<file path="config.mk">
export PLATFORM = sky130hd
export DESIGN_NAME = signal_measure_timer
export DESIGN_NICKNAME = d
export VERILOG_FILES = /design/src/inc/measure_pkg.sv /design/src/hdl/signal_measure_timer.sv /design/src/hdl/sync_edge.sv /design/src/hdl/irq_flags.sv
export SDC_FILE = /design/constraint.sdc
export NUM_CORES = 1
export LEC_CHECK = 0
export BUFFER_PORTS_ARGS = -buffer_cell sky130_fd_sc_hd__buf_4
export CAP_MARGIN = 25
export CORE_MARGIN = 8
export CORE_UTILIZATION = 30
export DETAILED_ROUTE_END_ITERATION = 10
export PLACE_DENSITY = 0.51
export SKIP_LAST_GASP = 1
export SLEW_MARGIN = 5
export SYNTH_ARGS = -nofsm -noshare
export SYNTH_HDL_FRONTEND = slang
export SYNTH_HIERARCHICAL = 1
export SYNTH_SLANG_ARGS = --single-unit
</file>
<file path="constraint.sdc">
create_clock -name CLOCK -period 5.8 [get_ports CLOCK]
set_clock_uncertainty 0.15 [all_clocks]
set_input_delay 0.58 -clock CLOCK [delete_from_list [all_inputs] [get_ports CLOCK]]
set_output_delay 0.58 -clock CLOCK [all_outputs]
set_load 0.02 [all_outputs]
</file>
<file path="src/inc/measure_pkg.sv">
// Constants, field layouts and carrier types of the signal measure counter.
// Assumes an APB master on the register side and asynchronous source pins.
// Operation
// - In counter mode the count rises by one for every pulse on the chosen signal input.
// - In counter mode the signal input, not the measurement clock, is the time source.
// - In counter mode each falling window edge copies the count into captured width.
// - In gated counter mode pulses are counted only while the window allows it.
// - In gated counter mode counting starts at a rising window edge; every fall after it captures width.
// - In windowed counter mode counting starts at a rising edge; each fall captures width.
// - In windowed counter mode every rising window edge after the first captures period.
// - The width capture flag is set whenever captured width receives a new value.
// - The period capture flag is set whenever captured period receives a new value.
// - The period match flag is set when a counted pulse would bring the count to the period limit.
// - Each of the three interrupt sources has its own enable bit.
// - The block keeps working in low-power states while its clock and sources run.
// - The count is a 24-bit read/write register at 0x048C that resets to zero.
// - The count is reached byte by byte through upper, high and low byte registers.
// - A repeat bit picks single acquisition, which halts and clears go, or continuous.
// - Writing one to the counter clear bit of the status register zeroes the count.
// - At a period match the count holds at the limit if halt is set, else returns to zero.
package measure_pkg;

  // Register indices; byte address is four times the index
  localparam logic [11:0] IDX_COUNT_LOW = 12'h48C;
  localparam logic [11:0] IDX_COUNT_HIGH = 12'h48D;
  localparam logic [11:0] IDX_COUNT_UPPER = 12'h48E;
  localparam logic [11:0] IDX_CPR_LOW = 12'h48F;
  localparam logic [11:0] IDX_CPR_HIGH = 12'h490;
  localparam logic [11:0] IDX_CPR_UPPER = 12'h491;
  localparam logic [11:0] IDX_CPW_LOW = 12'h492;
  localparam logic [11:0] IDX_CPW_HIGH = 12'h493;
  localparam logic [11:0] IDX_CPW_UPPER = 12'h494;
  localparam logic [11:0] IDX_PR_LOW = 12'h495;
  localparam logic [11:0] IDX_PR_HIGH = 12'h496;
  localparam logic [11:0] IDX_PR_UPPER = 12'h497;
  localparam logic [11:0] IDX_CONTROL_PRIMARY = 12'h498;
  localparam logic [11:0] IDX_CONTROL_MODE = 12'h499;
  localparam logic [11:0] IDX_STATUS_FLAGS = 12'h49A;
  localparam logic [11:0] IDX_CLOCK_SELECT = 12'h49B;
  localparam logic [11:0] IDX_SIGNAL_SELECT = 12'h49C;
  localparam logic [11:0] IDX_WINDOW_SELECT = 12'h49D;
  localparam logic [11:0] IDX_IRQ_STATUS = 12'h4A0;
  localparam logic [11:0] IDX_IRQ_CLEAR = 12'h4A1;
  localparam logic [11:0] IDX_IRQ_ENABLE = 12'h4A2;

  // Reset values
  localparam logic [23:0] COUNT_RESET = 24'h000000;
  localparam logic [23:0] CAPTURE_RESET = 24'h000000;
  localparam logic [23:0] LIMIT_RESET = 24'hFFFFFF;
  localparam logic [7:0] BYTE_RESET = 8'h00;

  // Status register bit positions
  localparam int STAT_CPRUP = 7;
  localparam int STAT_CPWUP = 6;
  localparam int STAT_RST = 4;
  localparam int STAT_TS = 2;
  localparam int STAT_WS = 1;
  localparam int STAT_AS = 0;

  // Interrupt bit positions
  localparam int IRQ_WIDTH_CAPTURE = 0;
  localparam int IRQ_PERIOD_CAPTURE = 1;
  localparam int IRQ_PERIOD_MATCH = 2;
  localparam int IRQ_COUNT = 3;

  // Width of the selectable source buses
  localparam int SRC_COUNT = 8;

  // Counter-style operating modes
  typedef enum logic [3:0] {
    MODE_COUNTER = 4'h8,
    MODE_GATED_COUNTER = 4'h9,
    MODE_WINDOWED_COUNTER = 4'hA
  } mode_t;

  // Primary control byte
  typedef struct packed {
    logic enable;
    logic spare;
    logic halt_at_match;
    logic window_pol;
    logic signal_pol;
    logic clock_pol;
    logic [1:0] prescale;
  } control_primary_t;

  // Mode control byte
  typedef struct packed {
    logic run_request;
    logic repeat_acq;
    logic [1:0] spare;
    logic [3:0] mode;
  } control_mode_t;

  // APB request as seen by the slave
  typedef struct packed {
    logic sel;
    logic enable;
    logic write;
    logic [15:0] addr;
    logic [31:0] wdata;
  } apb_req_t;

endpackage : measure_pkg

</file>
<file path="src/hdl/signal_measure_timer.sv">
// Signal measure counter: counter, gated counter and windowed counter modes.
// Assumes an APB master on CLOCK and asynchronous signal and window source pins.
`timescale 1ns/1ps
module signal_measure_timer (
  // Clock and reset
  input wire logic CLOCK,
  input wire logic ARST_N,
  // APB slave
  input wire logic PSEL,
  input wire logic PENABLE,
  input wire logic PWRITE,
  input wire logic [15:0] PADDR,
  input wire logic [31:0] PWDATA,
  output logic [31:0] PRDATA,
  output logic PREADY,
  output logic PSLVERR,
  // Selectable sources
  input wire logic [measure_pkg::SRC_COUNT-1:0] SIGNAL_SRC,
  input wire logic [measure_pkg::SRC_COUNT-1:0] WINDOW_SRC,
  // Interrupt
  output logic IRQ
);
  import measure_pkg::*;

  apb_req_t req;
  logic [11:0] idx;
  logic addr_ok;
  logic hit;
  logic setup;
  logic wr;
  logic [7:0] wbyte;

  // Software-visible state and the internal window arming flag
  logic [23:0] count;
  logic [23:0] captured_period;
  logic [23:0] captured_width;
  logic [23:0] period_limit;
  control_primary_t control_primary;
  control_mode_t control_mode;
  logic [7:0] clock_select;
  logic [7:0] signal_select;
  logic [7:0] window_select;
  logic armed;

  // Bus request carried as one struct
  assign req = '{sel: PSEL, enable: PENABLE, write: PWRITE, addr: PADDR, wdata: PWDATA};
  assign idx = req.addr[13:2];
  assign wbyte = req.wdata[7:0];
  assign setup = req.sel & ~req.enable;
  assign wr = req.sel & req.enable & PREADY & req.write;

  // Address decode
  assign hit = ((idx >= IDX_COUNT_LOW) && (idx <= IDX_WINDOW_SELECT))
             || (idx == IDX_IRQ_STATUS) || (idx == IDX_IRQ_CLEAR) || (idx == IDX_IRQ_ENABLE);
  assign addr_ok = hit && (req.addr[1:0] == 2'b00) && (req.addr[15:14] == 2'b00);

  // Per-register write strobes
  logic wr_cl;
  logic wr_ch;
  logic wr_cu;
  logic wr_pl;
  logic wr_ph;
  logic wr_pu;
  logic wr_ctl;
  logic wr_mode;
  logic wr_stat;
  logic wr_clk;
  logic wr_sig;
  logic wr_win;
  logic wr_iclr;
  logic wr_ien;
  assign wr_cl = wr & (idx == IDX_COUNT_LOW);
  assign wr_ch = wr & (idx == IDX_COUNT_HIGH);
  assign wr_cu = wr & (idx == IDX_COUNT_UPPER);
  assign wr_pl = wr & (idx == IDX_PR_LOW);
  assign wr_ph = wr & (idx == IDX_PR_HIGH);
  assign wr_pu = wr & (idx == IDX_PR_UPPER);
  assign wr_ctl = wr & (idx == IDX_CONTROL_PRIMARY);
  assign wr_mode = wr & (idx == IDX_CONTROL_MODE);
  assign wr_stat = wr & (idx == IDX_STATUS_FLAGS);
  assign wr_clk = wr & (idx == IDX_CLOCK_SELECT);
  assign wr_sig = wr & (idx == IDX_SIGNAL_SELECT);
  assign wr_win = wr & (idx == IDX_WINDOW_SELECT);
  assign wr_iclr = wr & (idx == IDX_IRQ_CLEAR);
  assign wr_ien = wr & (idx == IDX_IRQ_ENABLE);

  // Status-register command bits
  logic cmd_clear;
  logic cmd_cprup;
  logic cmd_cpwup;
  assign cmd_clear = wr_stat & wbyte[STAT_RST];
  assign cmd_cprup = wr_stat & wbyte[STAT_CPRUP];
  assign cmd_cpwup = wr_stat & wbyte[STAT_CPWUP];

  // Every source pin is synchronised before selection; only CLOCK is needed, no gating
  logic [SRC_COUNT-1:0] s_lvl;
  logic [SRC_COUNT-1:0] s_up;
  logic [SRC_COUNT-1:0] s_dn;
  logic [SRC_COUNT-1:0] w_lvl;
  logic [SRC_COUNT-1:0] w_up;
  logic [SRC_COUNT-1:0] w_dn;
  for (genvar g = 0; g < SRC_COUNT; g++) begin : g_src
    sync_edge u_sig_sync (
      .clock(CLOCK),
      .arst_n(ARST_N),
      .din(SIGNAL_SRC[g]),
      .level(s_lvl[g]),
      .rise(s_up[g]),
      .fall(s_dn[g])
    );
    sync_edge u_win_sync (
      .clock(CLOCK),
      .arst_n(ARST_N),
      .din(WINDOW_SRC[g]),
      .level(w_lvl[g]),
      .rise(w_up[g]),
      .fall(w_dn[g])
    );
  end

  // Selected synchronised source and its edge pulses
  wire logic s_level = s_lvl[signal_select[2:0]];
  wire logic s_rise = s_up[signal_select[2:0]];
  wire logic s_fall = s_dn[signal_select[2:0]];
  wire logic w_level = w_lvl[window_select[2:0]];
  wire logic w_rise = w_up[window_select[2:0]];
  wire logic w_fall = w_dn[window_select[2:0]];

  // Polarity applied after synchronisation
  logic sig_level;
  logic sig_pulse;
  logic win_level;
  logic win_rise;
  logic win_fall;
  assign sig_level = s_level ^ control_primary.signal_pol;
  assign sig_pulse = control_primary.signal_pol ? s_fall : s_rise;
  assign win_level = w_level ^ control_primary.window_pol;
  assign win_rise = control_primary.window_pol ? w_fall : w_rise;
  assign win_fall = control_primary.window_pol ? w_rise : w_fall;

  // Mode decode
  logic running;
  logic m_counter;
  logic m_gated;
  logic m_windowed;
  assign running = control_primary.enable & control_mode.run_request;
  assign m_counter = control_mode.mode == MODE_COUNTER;
  assign m_gated = control_mode.mode == MODE_GATED_COUNTER;
  assign m_windowed = control_mode.mode == MODE_WINDOWED_COUNTER;

  // Count qualification; each signal pulse is one tick of the time base
  logic gate_open;
  logic tick;
  assign gate_open = m_counter
                   | (m_gated & armed & win_level)
                   | (m_windowed & armed);
  assign tick = running & sig_pulse & gate_open;

  // Hardware capture events
  logic hw_cap_w;
  logic hw_cap_p;
  logic cap_w;
  logic cap_p;
  assign hw_cap_w = running & win_fall & (m_counter | ((m_gated | m_windowed) & armed));
  assign hw_cap_p = running & win_rise & m_windowed & armed;
  assign cap_w = hw_cap_w | cmd_cpwup;
  assign cap_p = hw_cap_p | cmd_cprup;

  // End of one acquisition in single mode
  logic acq_done;
  assign acq_done = ~control_mode.repeat_acq
                  & (m_windowed ? hw_cap_p : hw_cap_w);

  // Increment with period match handling
  logic [23:0] count_inc;
  logic at_limit;
  logic reach_limit;
  logic match;
  assign count_inc = count + 24'h000001;
  assign at_limit = count == period_limit;
  assign reach_limit = count_inc == period_limit;
  assign match = tick & ~at_limit & reach_limit;

  // Next count, software first, then hardware
  logic [23:0] next_count;
  always_comb begin
    next_count = count;
    if (cmd_clear) begin
      next_count = COUNT_RESET;
    end else if (wr_cl | wr_ch | wr_cu) begin
      if (wr_cl) next_count[7:0] = wbyte;
      if (wr_ch) next_count[15:8] = wbyte;
      if (wr_cu) next_count[23:16] = wbyte;
    end else if (hw_cap_p) begin
      next_count = COUNT_RESET;
    end else if (tick) begin
      if (at_limit) begin
        next_count = control_primary.halt_at_match ? count : COUNT_RESET;
      end else if (reach_limit && !control_primary.halt_at_match) begin
        next_count = COUNT_RESET;
      end else begin
        next_count = count_inc;
      end
    end
  end

  // Measure count register
  always_ff @(posedge CLOCK or negedge ARST_N) begin
    if (!ARST_N) begin
      count <= COUNT_RESET;
    end else begin
      count <= next_count;
    end
  end

  // Capture registers
  always_ff @(posedge CLOCK or negedge ARST_N) begin
    if (!ARST_N) begin
      captured_width <= CAPTURE_RESET;
      captured_period <= CAPTURE_RESET;
    end else begin
      if (cap_w) captured_width <= count;
      if (cap_p) captured_period <= count;
    end
  end

  // Window arming: first rise opens counting, cleared while stopped
  always_ff @(posedge CLOCK or negedge ARST_N) begin
    if (!ARST_N) begin
      armed <= 1'b0;
    end else if (!running || m_counter) begin
      armed <= 1'b0;
    end else if (win_rise) begin
      armed <= 1'b1;
    end
  end

  // Next mode control, go cleared by a finished single acquisition
  control_mode_t next_mode;
  always_comb begin
    next_mode = control_mode;
    if (wr_mode) begin
      next_mode = control_mode_t'(wbyte);
    end else if (acq_done) begin
      next_mode.run_request = 1'b0;
    end
  end

  // Configuration registers
  always_ff @(posedge CLOCK or negedge ARST_N) begin
    if (!ARST_N) begin
      control_primary <= control_primary_t'(BYTE_RESET);
      control_mode <= control_mode_t'(BYTE_RESET);
      clock_select <= BYTE_RESET;
      signal_select <= BYTE_RESET;
      window_select <= BYTE_RESET;
    end else begin
      control_mode <= next_mode;
      if (wr_ctl) control_primary <= control_primary_t'(wbyte);
      if (wr_clk) clock_select <= wbyte;
      if (wr_sig) signal_select <= wbyte;
      if (wr_win) window_select <= wbyte;
    end
  end

  // Period limit, byte writable
  always_ff @(posedge CLOCK or negedge ARST_N) begin
    if (!ARST_N) begin
      period_limit <= LIMIT_RESET;
    end else begin
      if (wr_pl) period_limit[7:0] <= wbyte;
      if (wr_ph) period_limit[15:8] <= wbyte;
      if (wr_pu) period_limit[23:16] <= wbyte;
    end
  end

  // Interrupt events
  logic [IRQ_COUNT-1:0] irq_set;
  logic [IRQ_COUNT-1:0] irq_status;
  logic [IRQ_COUNT-1:0] irq_enable;
  logic irq_level;
  assign irq_set[IRQ_WIDTH_CAPTURE] = cap_w;
  assign irq_set[IRQ_PERIOD_CAPTURE] = cap_p;
  assign irq_set[IRQ_PERIOD_MATCH] = match;

  // Sticky flags with per-source enables
  irq_flags #(
    .N(IRQ_COUNT)
  ) u_irq (
    .clock(CLOCK),
    .arst_n(ARST_N),
    .set(irq_set),
    .clear_wr(wr_iclr),
    .enable_wr(wr_ien),
    .wdata(wbyte[IRQ_COUNT-1:0]),
    .status(irq_status),
    .enable(irq_enable),
    .irq(irq_level)
  );

  // Live status byte; command bits read as zero
  logic [7:0] status_byte;
  assign status_byte = {5'b00000, running, win_level, sig_level};

  // Read multiplexer
  logic [7:0] rbyte;
  always_comb begin
    case (idx)
      IDX_COUNT_LOW: rbyte = count[7:0];
      IDX_COUNT_HIGH: rbyte = count[15:8];
      IDX_COUNT_UPPER: rbyte = count[23:16];
      IDX_CPR_LOW: rbyte = captured_period[7:0];
      IDX_CPR_HIGH: rbyte = captured_period[15:8];
      IDX_CPR_UPPER: rbyte = captured_period[23:16];
      IDX_CPW_LOW: rbyte = captured_width[7:0];
      IDX_CPW_HIGH: rbyte = captured_width[15:8];
      IDX_CPW_UPPER: rbyte = captured_width[23:16];
      IDX_PR_LOW: rbyte = period_limit[7:0];
      IDX_PR_HIGH: rbyte = period_limit[15:8];
      IDX_PR_UPPER: rbyte = period_limit[23:16];
      IDX_CONTROL_PRIMARY: rbyte = control_primary;
      IDX_CONTROL_MODE: rbyte = control_mode;
      IDX_STATUS_FLAGS: rbyte = status_byte;
      IDX_CLOCK_SELECT: rbyte = clock_select;
      IDX_SIGNAL_SELECT: rbyte = signal_select;
      IDX_WINDOW_SELECT: rbyte = window_select;
      IDX_IRQ_STATUS: rbyte = {5'b00000, irq_status};
      IDX_IRQ_ENABLE: rbyte = {5'b00000, irq_enable};
      default: rbyte = BYTE_RESET;
    endcase
  end

  // APB answer registered in the setup cycle, ready for one access cycle
  always_ff @(posedge CLOCK or negedge ARST_N) begin
    if (!ARST_N) begin
      PREADY <= 1'b0;
      PSLVERR <= 1'b0;
      PRDATA <= 32'h00000000;
    end else begin
      PREADY <= setup;
      PSLVERR <= setup & ~addr_ok;
      if (setup) begin
        PRDATA <= (addr_ok && !req.write) ? {24'h000000, rbyte} : 32'h00000000;
      end
    end
  end

  // Interrupt output register
  always_ff @(posedge CLOCK or negedge ARST_N) begin
    if (!ARST_N) begin
      IRQ <= 1'b0;
    end else begin
      IRQ <= irq_level;
    end
  end

endmodule : signal_measure_timer

</file>
<file path="src/hdl/sync_edge.sv">
// Two-flop synchroniser with rise and fall detection on the synchronised level.
// Assumes an asynchronous input; the outputs are in the CLOCK domain.
`timescale 1ns/1ps
module sync_edge (
  // Clock and reset
  input wire logic clock,
  input wire logic arst_n,
  // Asynchronous input
  input wire logic din,
  // Synchronised level and one-cycle edge pulses
  output logic level,
  output logic rise,
  output logic fall
);

  logic stage1;
  logic stage2;
  logic stage3;

  // Synchroniser chain; stage1 feeds stage2 only
  always_ff @(posedge clock or negedge arst_n) begin
    if (!arst_n) begin
      stage1 <= 1'b0;
      stage2 <= 1'b0;
      stage3 <= 1'b0;
    end else begin
      stage1 <= din;
      stage2 <= stage1;
      stage3 <= stage2;
    end
  end

  // Edge detection on settled stages
  assign level = stage2;
  assign rise = stage2 & ~stage3;
  assign fall = ~stage2 & stage3;

endmodule : sync_edge

</file>
<file path="src/hdl/irq_flags.sv">
// Sticky interrupt status, write-one-to-clear, enable mask and one level output.
// Assumes set pulses and register strobes from the same clock.
`timescale 1ns/1ps
module irq_flags #(
  parameter int N = 3
) (
  // Clock and reset
  input wire logic clock,
  input wire logic arst_n,
  // Event pulses
  input wire logic [N-1:0] set,
  // Register strobes
  input wire logic clear_wr,
  input wire logic enable_wr,
  input wire logic [N-1:0] wdata,
  // State
  output logic [N-1:0] status,
  output logic [N-1:0] enable,
  output logic irq
);

  logic [N-1:0] next_status;
  logic [N-1:0] next_enable;

  // A set in the clearing cycle survives
  assign next_status = (status & ~(clear_wr ? wdata : '0)) | set;
  assign next_enable = enable_wr ? wdata : enable;

  // Flags, mask and registered interrupt level
  always_ff @(posedge clock or negedge arst_n) begin
    if (!arst_n) begin
      status <= '0;
      enable <= '0;
      irq <= 1'b0;
    end else begin
      status <= next_status;
      enable <= next_enable;
      irq <= |(next_status & next_enable);
    end
  end

endmodule : irq_flags

</file>
Word level (Yosys, flattened, before mapping)

Cells that the tools add are included.

Bits in registers: 227
Output and inout port bits: 35
Word-level logic and storage cells: 287

Add/sub/neg operators: 1
$lt $le $gt $ge: 4
Equal/unequal tests: 30
Mux-type cells: 34
Bitwise operators: 119
Reductions and logical operators: 21

Operator list:

| cell                                                                    | count |
|---|---|
| 12-bit by 11-bit == test with 1-bit output, second input constant       | 21 |
| 24-bit two-way mux                                                      | 7 |
| 8-bit case mux with 20 select lines                                     | 1 |
| 1-bit bitwise AND                                                       | 69 |
| 24-bit == test                                                          | 2 |
| 1-bit NOT                                                               | 36 |
| 8-bit two-way mux                                                       | 4 |
| 24-bit by 1-bit adder with 24-bit output, second input constant         | 1 |
| 1-bit binary-select mux with 3-bit select                               | 6 |
| 1-bit two-way mux                                                       | 14 |
| 4-bit == test, second input constant                                    | 3 |
| 12-bit by 11-bit >= comparator with 1-bit output, second input constant | 1 |
| 12-bit by 11-bit <= comparator with 1-bit output, second input constant | 1 |
| 3-bit inequality test, second input constant                            | 3 |
| 3-bit AND reduction                                                     | 3 |
| 3-bit by 4-bit < comparator with 1-bit output, second input constant    | 2 |
| 1-bit OR                                                                | 8 |
| 3-bit bitwise AND                                                       | 2 |
| 3-bit two-way mux                                                       | 2 |
| 1-bit logical AND                                                       | 5 |
| 5-bit by 4-bit inequality test with 1-bit output, second input constant | 1 |
| 2-bit logical NOT                                                       | 2 |
| 1-bit logical OR                                                        | 4 |
| 2-bit nonzero test                                                      | 2 |
| other kinds (6)                                                         | 9 |

Depth between registers and ports, before layout

Depth after elaboration: 12
Mapped depth: 12

By module

The synthesis kept the hierarchy.

Modules (own cells, without submodules):

| module               | instances | cells each | area an instance (um^2) | sequential area each (um^2) |
|---|---|---|---|---|
| signal_measure_timer | 1         | 909        | 9,406.5                 | 3,733.6 |
| sync_edge            | 16        | 5          | 90.1                    | 75.1 |
| irq_flags            | 1         | 18         | 270.3                   | 175.2 |

Least setup slack after synthesis

No wires, ideal clock.

Path type: reg2reg
Start: register count[0]
End: register count[13]
Library setup time: 0.121 ns
Data arrival time: 2.691 ns
Data required time: 5.529 ns
Slack: 2.838 ns
Cell stages (with the launch flop): 12
Path buffers: 2
Clock period less this slack: 2.962 ns
Cell sequence: dfrtp_1 -> ha_1 -> nand4_1 -> or4_1 -> xor2_1 -> o211ai_1 -> nor4_2 -> and2_1 -> buf_6 -> buf_8 -> o31ai_1 -> a22o_1

Cells in the longest elaborated chain, start to end: 9
Elaborated cells between the ends (all ways): 12

Ends and longest elaborated chain:

| element                                  | RTL line                    | text |
|---|---|---|
| start, declared                          | signal_measure_timer.sv:34  | `logic [23:0] count;` |
| start signal, assigned                   | signal_measure_timer.sv:212 | `count <= next_count;` |
| 24-bit by 1-bit adder with 24-bit output | signal_measure_timer.sv:179 | `assign count_inc = count + 24'h000001;` |
| 24-bit == test                           | signal_measure_timer.sv:181 | `assign reach_limit = count_inc == period_limit;` |
| 1-bit logical AND                        | signal_measure_timer.sv:199 | `end else if (reach_limit && !control_primary.halt_at_match) begin` |
| 24-bit two-way mux                       | signal_measure_timer.sv:199 |  |
| 24-bit two-way mux                       | signal_measure_timer.sv:197 | `if (at_limit) begin` |
| 24-bit two-way mux                       | signal_measure_timer.sv:196 | `end else if (tick) begin` |
| 24-bit two-way mux                       | signal_measure_timer.sv:194 | `end else if (hw_cap_p) begin` |
| 24-bit two-way mux                       | signal_measure_timer.sv:190 | `end else if (wr_cl \| wr_ch \| wr_cu) begin` |
| 24-bit two-way mux                       | signal_measure_timer.sv:188 | `if (cmd_clear) begin` |

Several ways; a longest one is shown, not always the timed one. The select of a mux whose other input is x is not followed.
A chain may end at the register's enable or synchronous reset.

Final worst setup path

Start: register count[5]
End: register count[3]

Same word-level chain as after synthesis.

==> qor.csv <==
stage,metric,value,unit
global_routing,global-route wire length before repair,56100,um
power,combinational share of power,0.045,
timing,relative slew slack,0.2825,
placement,placed inst area,11850,um2
clocking,setup bufs post-CTS,0,
timing,Final WS setup,1.214,ns
layout,area grow syn2layout,15.44,%
routing,via count,8466,
timing,Worst-Margin Slew,1.076,ns
critical_path,reg-to-reg startpoint,count[5]$_DFFE_PN0P_,
timing,RSZ-0062 raised after global routing,false,
logic_synthesis,top cell type by total area after synthesis,dfrtp_1,
layout,cell area after layout,12830,um2
power,Power Total,3.134,mW
clocking,clock root buffer,clkbuf_16,
timing,fin. max-slew vios,0,
logic_synthesis,post-synth top area share,0.4029,
logic_synthesis,Syn. warnings,6,
logic_synthesis,register area share after synthesis,0.4596,
critical_path,critical path arrival,4.85,ns
power,Net Sw Frac,0.2332,
logic_synthesis,Cells after Synth,1007,
logic_synthesis,cell with the most instances after synthesis,dfrtp_1,
routing,Starting DRT DRC Count,705,
worst_hold_path,Worst Hold Class,flip-flop to flip-flop,
timing,crit share post-route,0.7907,
logic_synthesis,Mean Syn Cell Area,11.04,um2
clocking,clock tree sinks,203,
critical_path,crit-path max FO,24,
timing,setup TNS,0,ns
worst_hold_path,hold endpoint,g_src[4].u_sig_sync/level$_DFF_PN0_,
clocking,Worst-Skew Late Latency,0.54,ns
logic_synthesis,"top cells by area, synth","dfrtp_1 40%, mux2_2 12%, dfstp_2 5.7%, mux4_2 3.2%, a22oi_1 2.4%",
power,pwr/cell area,244.2,nW/um2
layout,Filler cells,3620,
critical_path,FF-to-FF setup slack,1.21,ns
worst_hold_path,worst hold start,g_src[4].u_sig_sync/stage1$_DFF_PN0_,
placement,IO Port Bufs,55,
power,Psw,730.9,uW
power,clock share of power,0.494,
die,IO Pins,104,
die,row count,70,
logic_synthesis,Yosys reg bits,203,
logic_synthesis,"top cells by count, synth","179 x dfrtp_1, 114 x mux2_2, 53 x nand2_1",
die,die width,208.5,um
layout,share of layout cells above drive strength 1,0.2861,
critical_path,Worst Path Required,6.06,ns
die,core box area,36520,um2
clocking,total CTS buffers,24,
global_routing,total global-route track usage,0.1655,
clocking,Clock Path Buffers,3,
power,sequential power share,0.461,
clocking,CTS tree,done,
placement,pre-CTS WS,1.343,ns
layout,Layout Cells excl Fill,1534,
routing,DR vias/cell,5.519,
die,Die Y,208.5,um
timing,post-layout min period,4.586,ns
logic_synthesis,asr flop ratio synth,1.000,
global_routing,pin count of the biggest net entering global routing,92,
logic_synthesis,Post-synth EDFFs,0,
clocking,H-tree lvl count,1,
worst_hold_path,Hold Crit Depth,0,
routing,DRC,0,
routing,Post-Route WL,36700,um
layout,Nets,1120,
global_routing,grt total ovfl,0,
critical_path,CP Launch Type,flip-flop,
clocking,Worst-path clk slew,0.06,ns
flow_run,max cap viols,0,
placement,Cells after DPL,1475,
layout,Ant. Diodes,0,
logic_synthesis,Main synth FF type,dfrtp_1,
global_routing,initial antenna violation count,0,
timing,fmax,218.0,MHz
critical_path,r2r worst-path depth,8,
power,Internal Pwr Total,2.403,mW
timing,Final Hold Violating Endpoints,0,
die,DIE AREA,43480,um2
routing,Detail Route Antenna Nets,0,
critical_path,crit path kind,flip-flop to flip-flop,
critical_path,RR Endpoint,count[3]$_DFFE_PN0P_,
logic_synthesis,Mapped Area,11120,um2
routing,DR pass1 iterations,7,
layout,post-layout util,0.3514,
die,Initial Utilization,0.3044,
placement,dpl hpwl,26240,um
power,VDD IR max,212.9,uV
global_routing,vias in the first global route,8666,
status,status,completed,
timing,Final setup viols,0,
routing,Wirelength per Cell,23.92,um
logic_synthesis,Netlist cell types,83,
placement,RD Place Congestion,0.9151,
power,Static Leak,5.594,nW
timing,worst hold margin,0.1948,ns
critical_path,crit path capture type,flip-flop,
==> kinds of logic (layout without fill, tap and decap cells) <==
logic type / Yosys count / after routing / synth area share
adders and majority gates: 2 / 2 / 0.002026
DFF: 203 / 203 / 0.4596
other: 1 / 24 / 0.0003373
buffers and inverters: 108 / 144 / 0.04985
xor gates and xnor gates: 38 / 38 / 0.02993
and+or+nand+nor: 298 / 298 / 0.1568
AOI/OAI and AO/OA: 209 / 209 / 0.1361
muxes: 148 / 148 / 0.1654
==> repair_timing <==
action | 4_1_cts | 5_1_grt
hold buffers | 17 | 0
resized for setup | 0 | 0
endpoints found under the hold margin | 90 | 0
==> placed cells by master (no fill, tap or decap), types with 14 or more instances in the layout <==
| master | count |
|---|---|
| a21oi_1 | 24 |
| a22o_1 | 14 |
| a22oi_1 | 35 |
| and2b_2 | 16 |
| buf_4 | 67 |
| clkbuf_16 | 24 |
| conb_1 | 24 |
| dfrtp_1 | 179 |
| dfstp_2 | 24 |
| dlygate4sd3_1 | 17 |
| inv_1 | 15 |
| mux2_2 | 114 |
| mux2i_1 | 15 |
| mux4_2 | 16 |
| nand2_1 | 53 |
| nand3_1 | 21 |
| nand4_1 | 23 |
| nor2_1 | 48 |
| nor2b_1 | 25 |
| nor3_1 | 18 |
| o21ai_0 | 21 |
| xnor2_1 | 21 |
| xor2_1 | 17 |
==> state kept, by name, summed over array words and instances, names as in the netlist, 24 cells and up <==
name             cells
captured_width      24
captured_period     24
count               24
period_limit        24
==> area by class of cell <==
class / count / area [um2] / area share
multi-input cells: 719 / 5559 / 0.4331
well taps: 468 / 585.6 / 0.04562
clock buffers: 31 / 676.9 / 0.05274
repair buffers: 87 / 710.7 / 0.05537
inverters: 15 / 56.30 / 0.004387
flip-flops and latches: 203 / 5110 / 0.3981
clock inverters: 11 / 136.4 / 0.01063
==> power by group through the flow <==
stage | clock [mW] | sequential (mW) | combinational [mW]
global route | 1.63 | 1.45 | 0.155
CTS | 1.58 | 1.44 | 0.144
global placement | 0 | 1.47 | 0.134
floorplan | 0 | 1.47 | 0.0698
finish | 1.55 | 1.44 | 0.142
detailed placement | 0 | 1.47 | 0.134
==> worst max path at each step <==
stage	endpoint	startpoint	slack [ns]	cells past startpoint
3_5_place_dp	count[12]$_DFFE_PN0P_	count[5]$_DFFE_PN0P_	1.34	8
5_1_grt	count[5]$_DFFE_PN0P_	count[5]$_DFFE_PN0P_	0.92	8
6_report	count[3]$_DFFE_PN0P_	count[5]$_DFFE_PN0P_	1.21	8
2_1_floorplan	count[13]$_DFFE_PN0P_	count[0]$_DFFE_PN0P_	2.84	11
4_1_cts	count[6]$_DFFE_PN0P_	count[5]$_DFFE_PN0P_	1.31	8
3_3_place_gp	count[10]$_DFFE_PN0P_	count[7]$_DFFE_PN0P_	1.38	8
==> per-layer routing <==
metal / track usage / wire length (um) / vias up
li1: - / - / 3805
met3: 0.02285 / 1847 / 54
met1: 0.2238 / 16530 / 4329
met4: 0.04332 / 883 / 0
met5: 0 / 0 / -
met2: 0.2750 / 17430 / 278
==> worst max-delay path, cell delays in order (launching register included) <==
cell,delay [ns]
dfrtp_1,0.59
nand3_1,0.58
nor4_4,0.73
nand3_2,0.33
mux2_4,0.38
nor4_2,0.37
and2_1,0.90
o21ai_1,0.16
a22o_1,0.26
No activity file was read; power rests on OpenSTA's default activity.
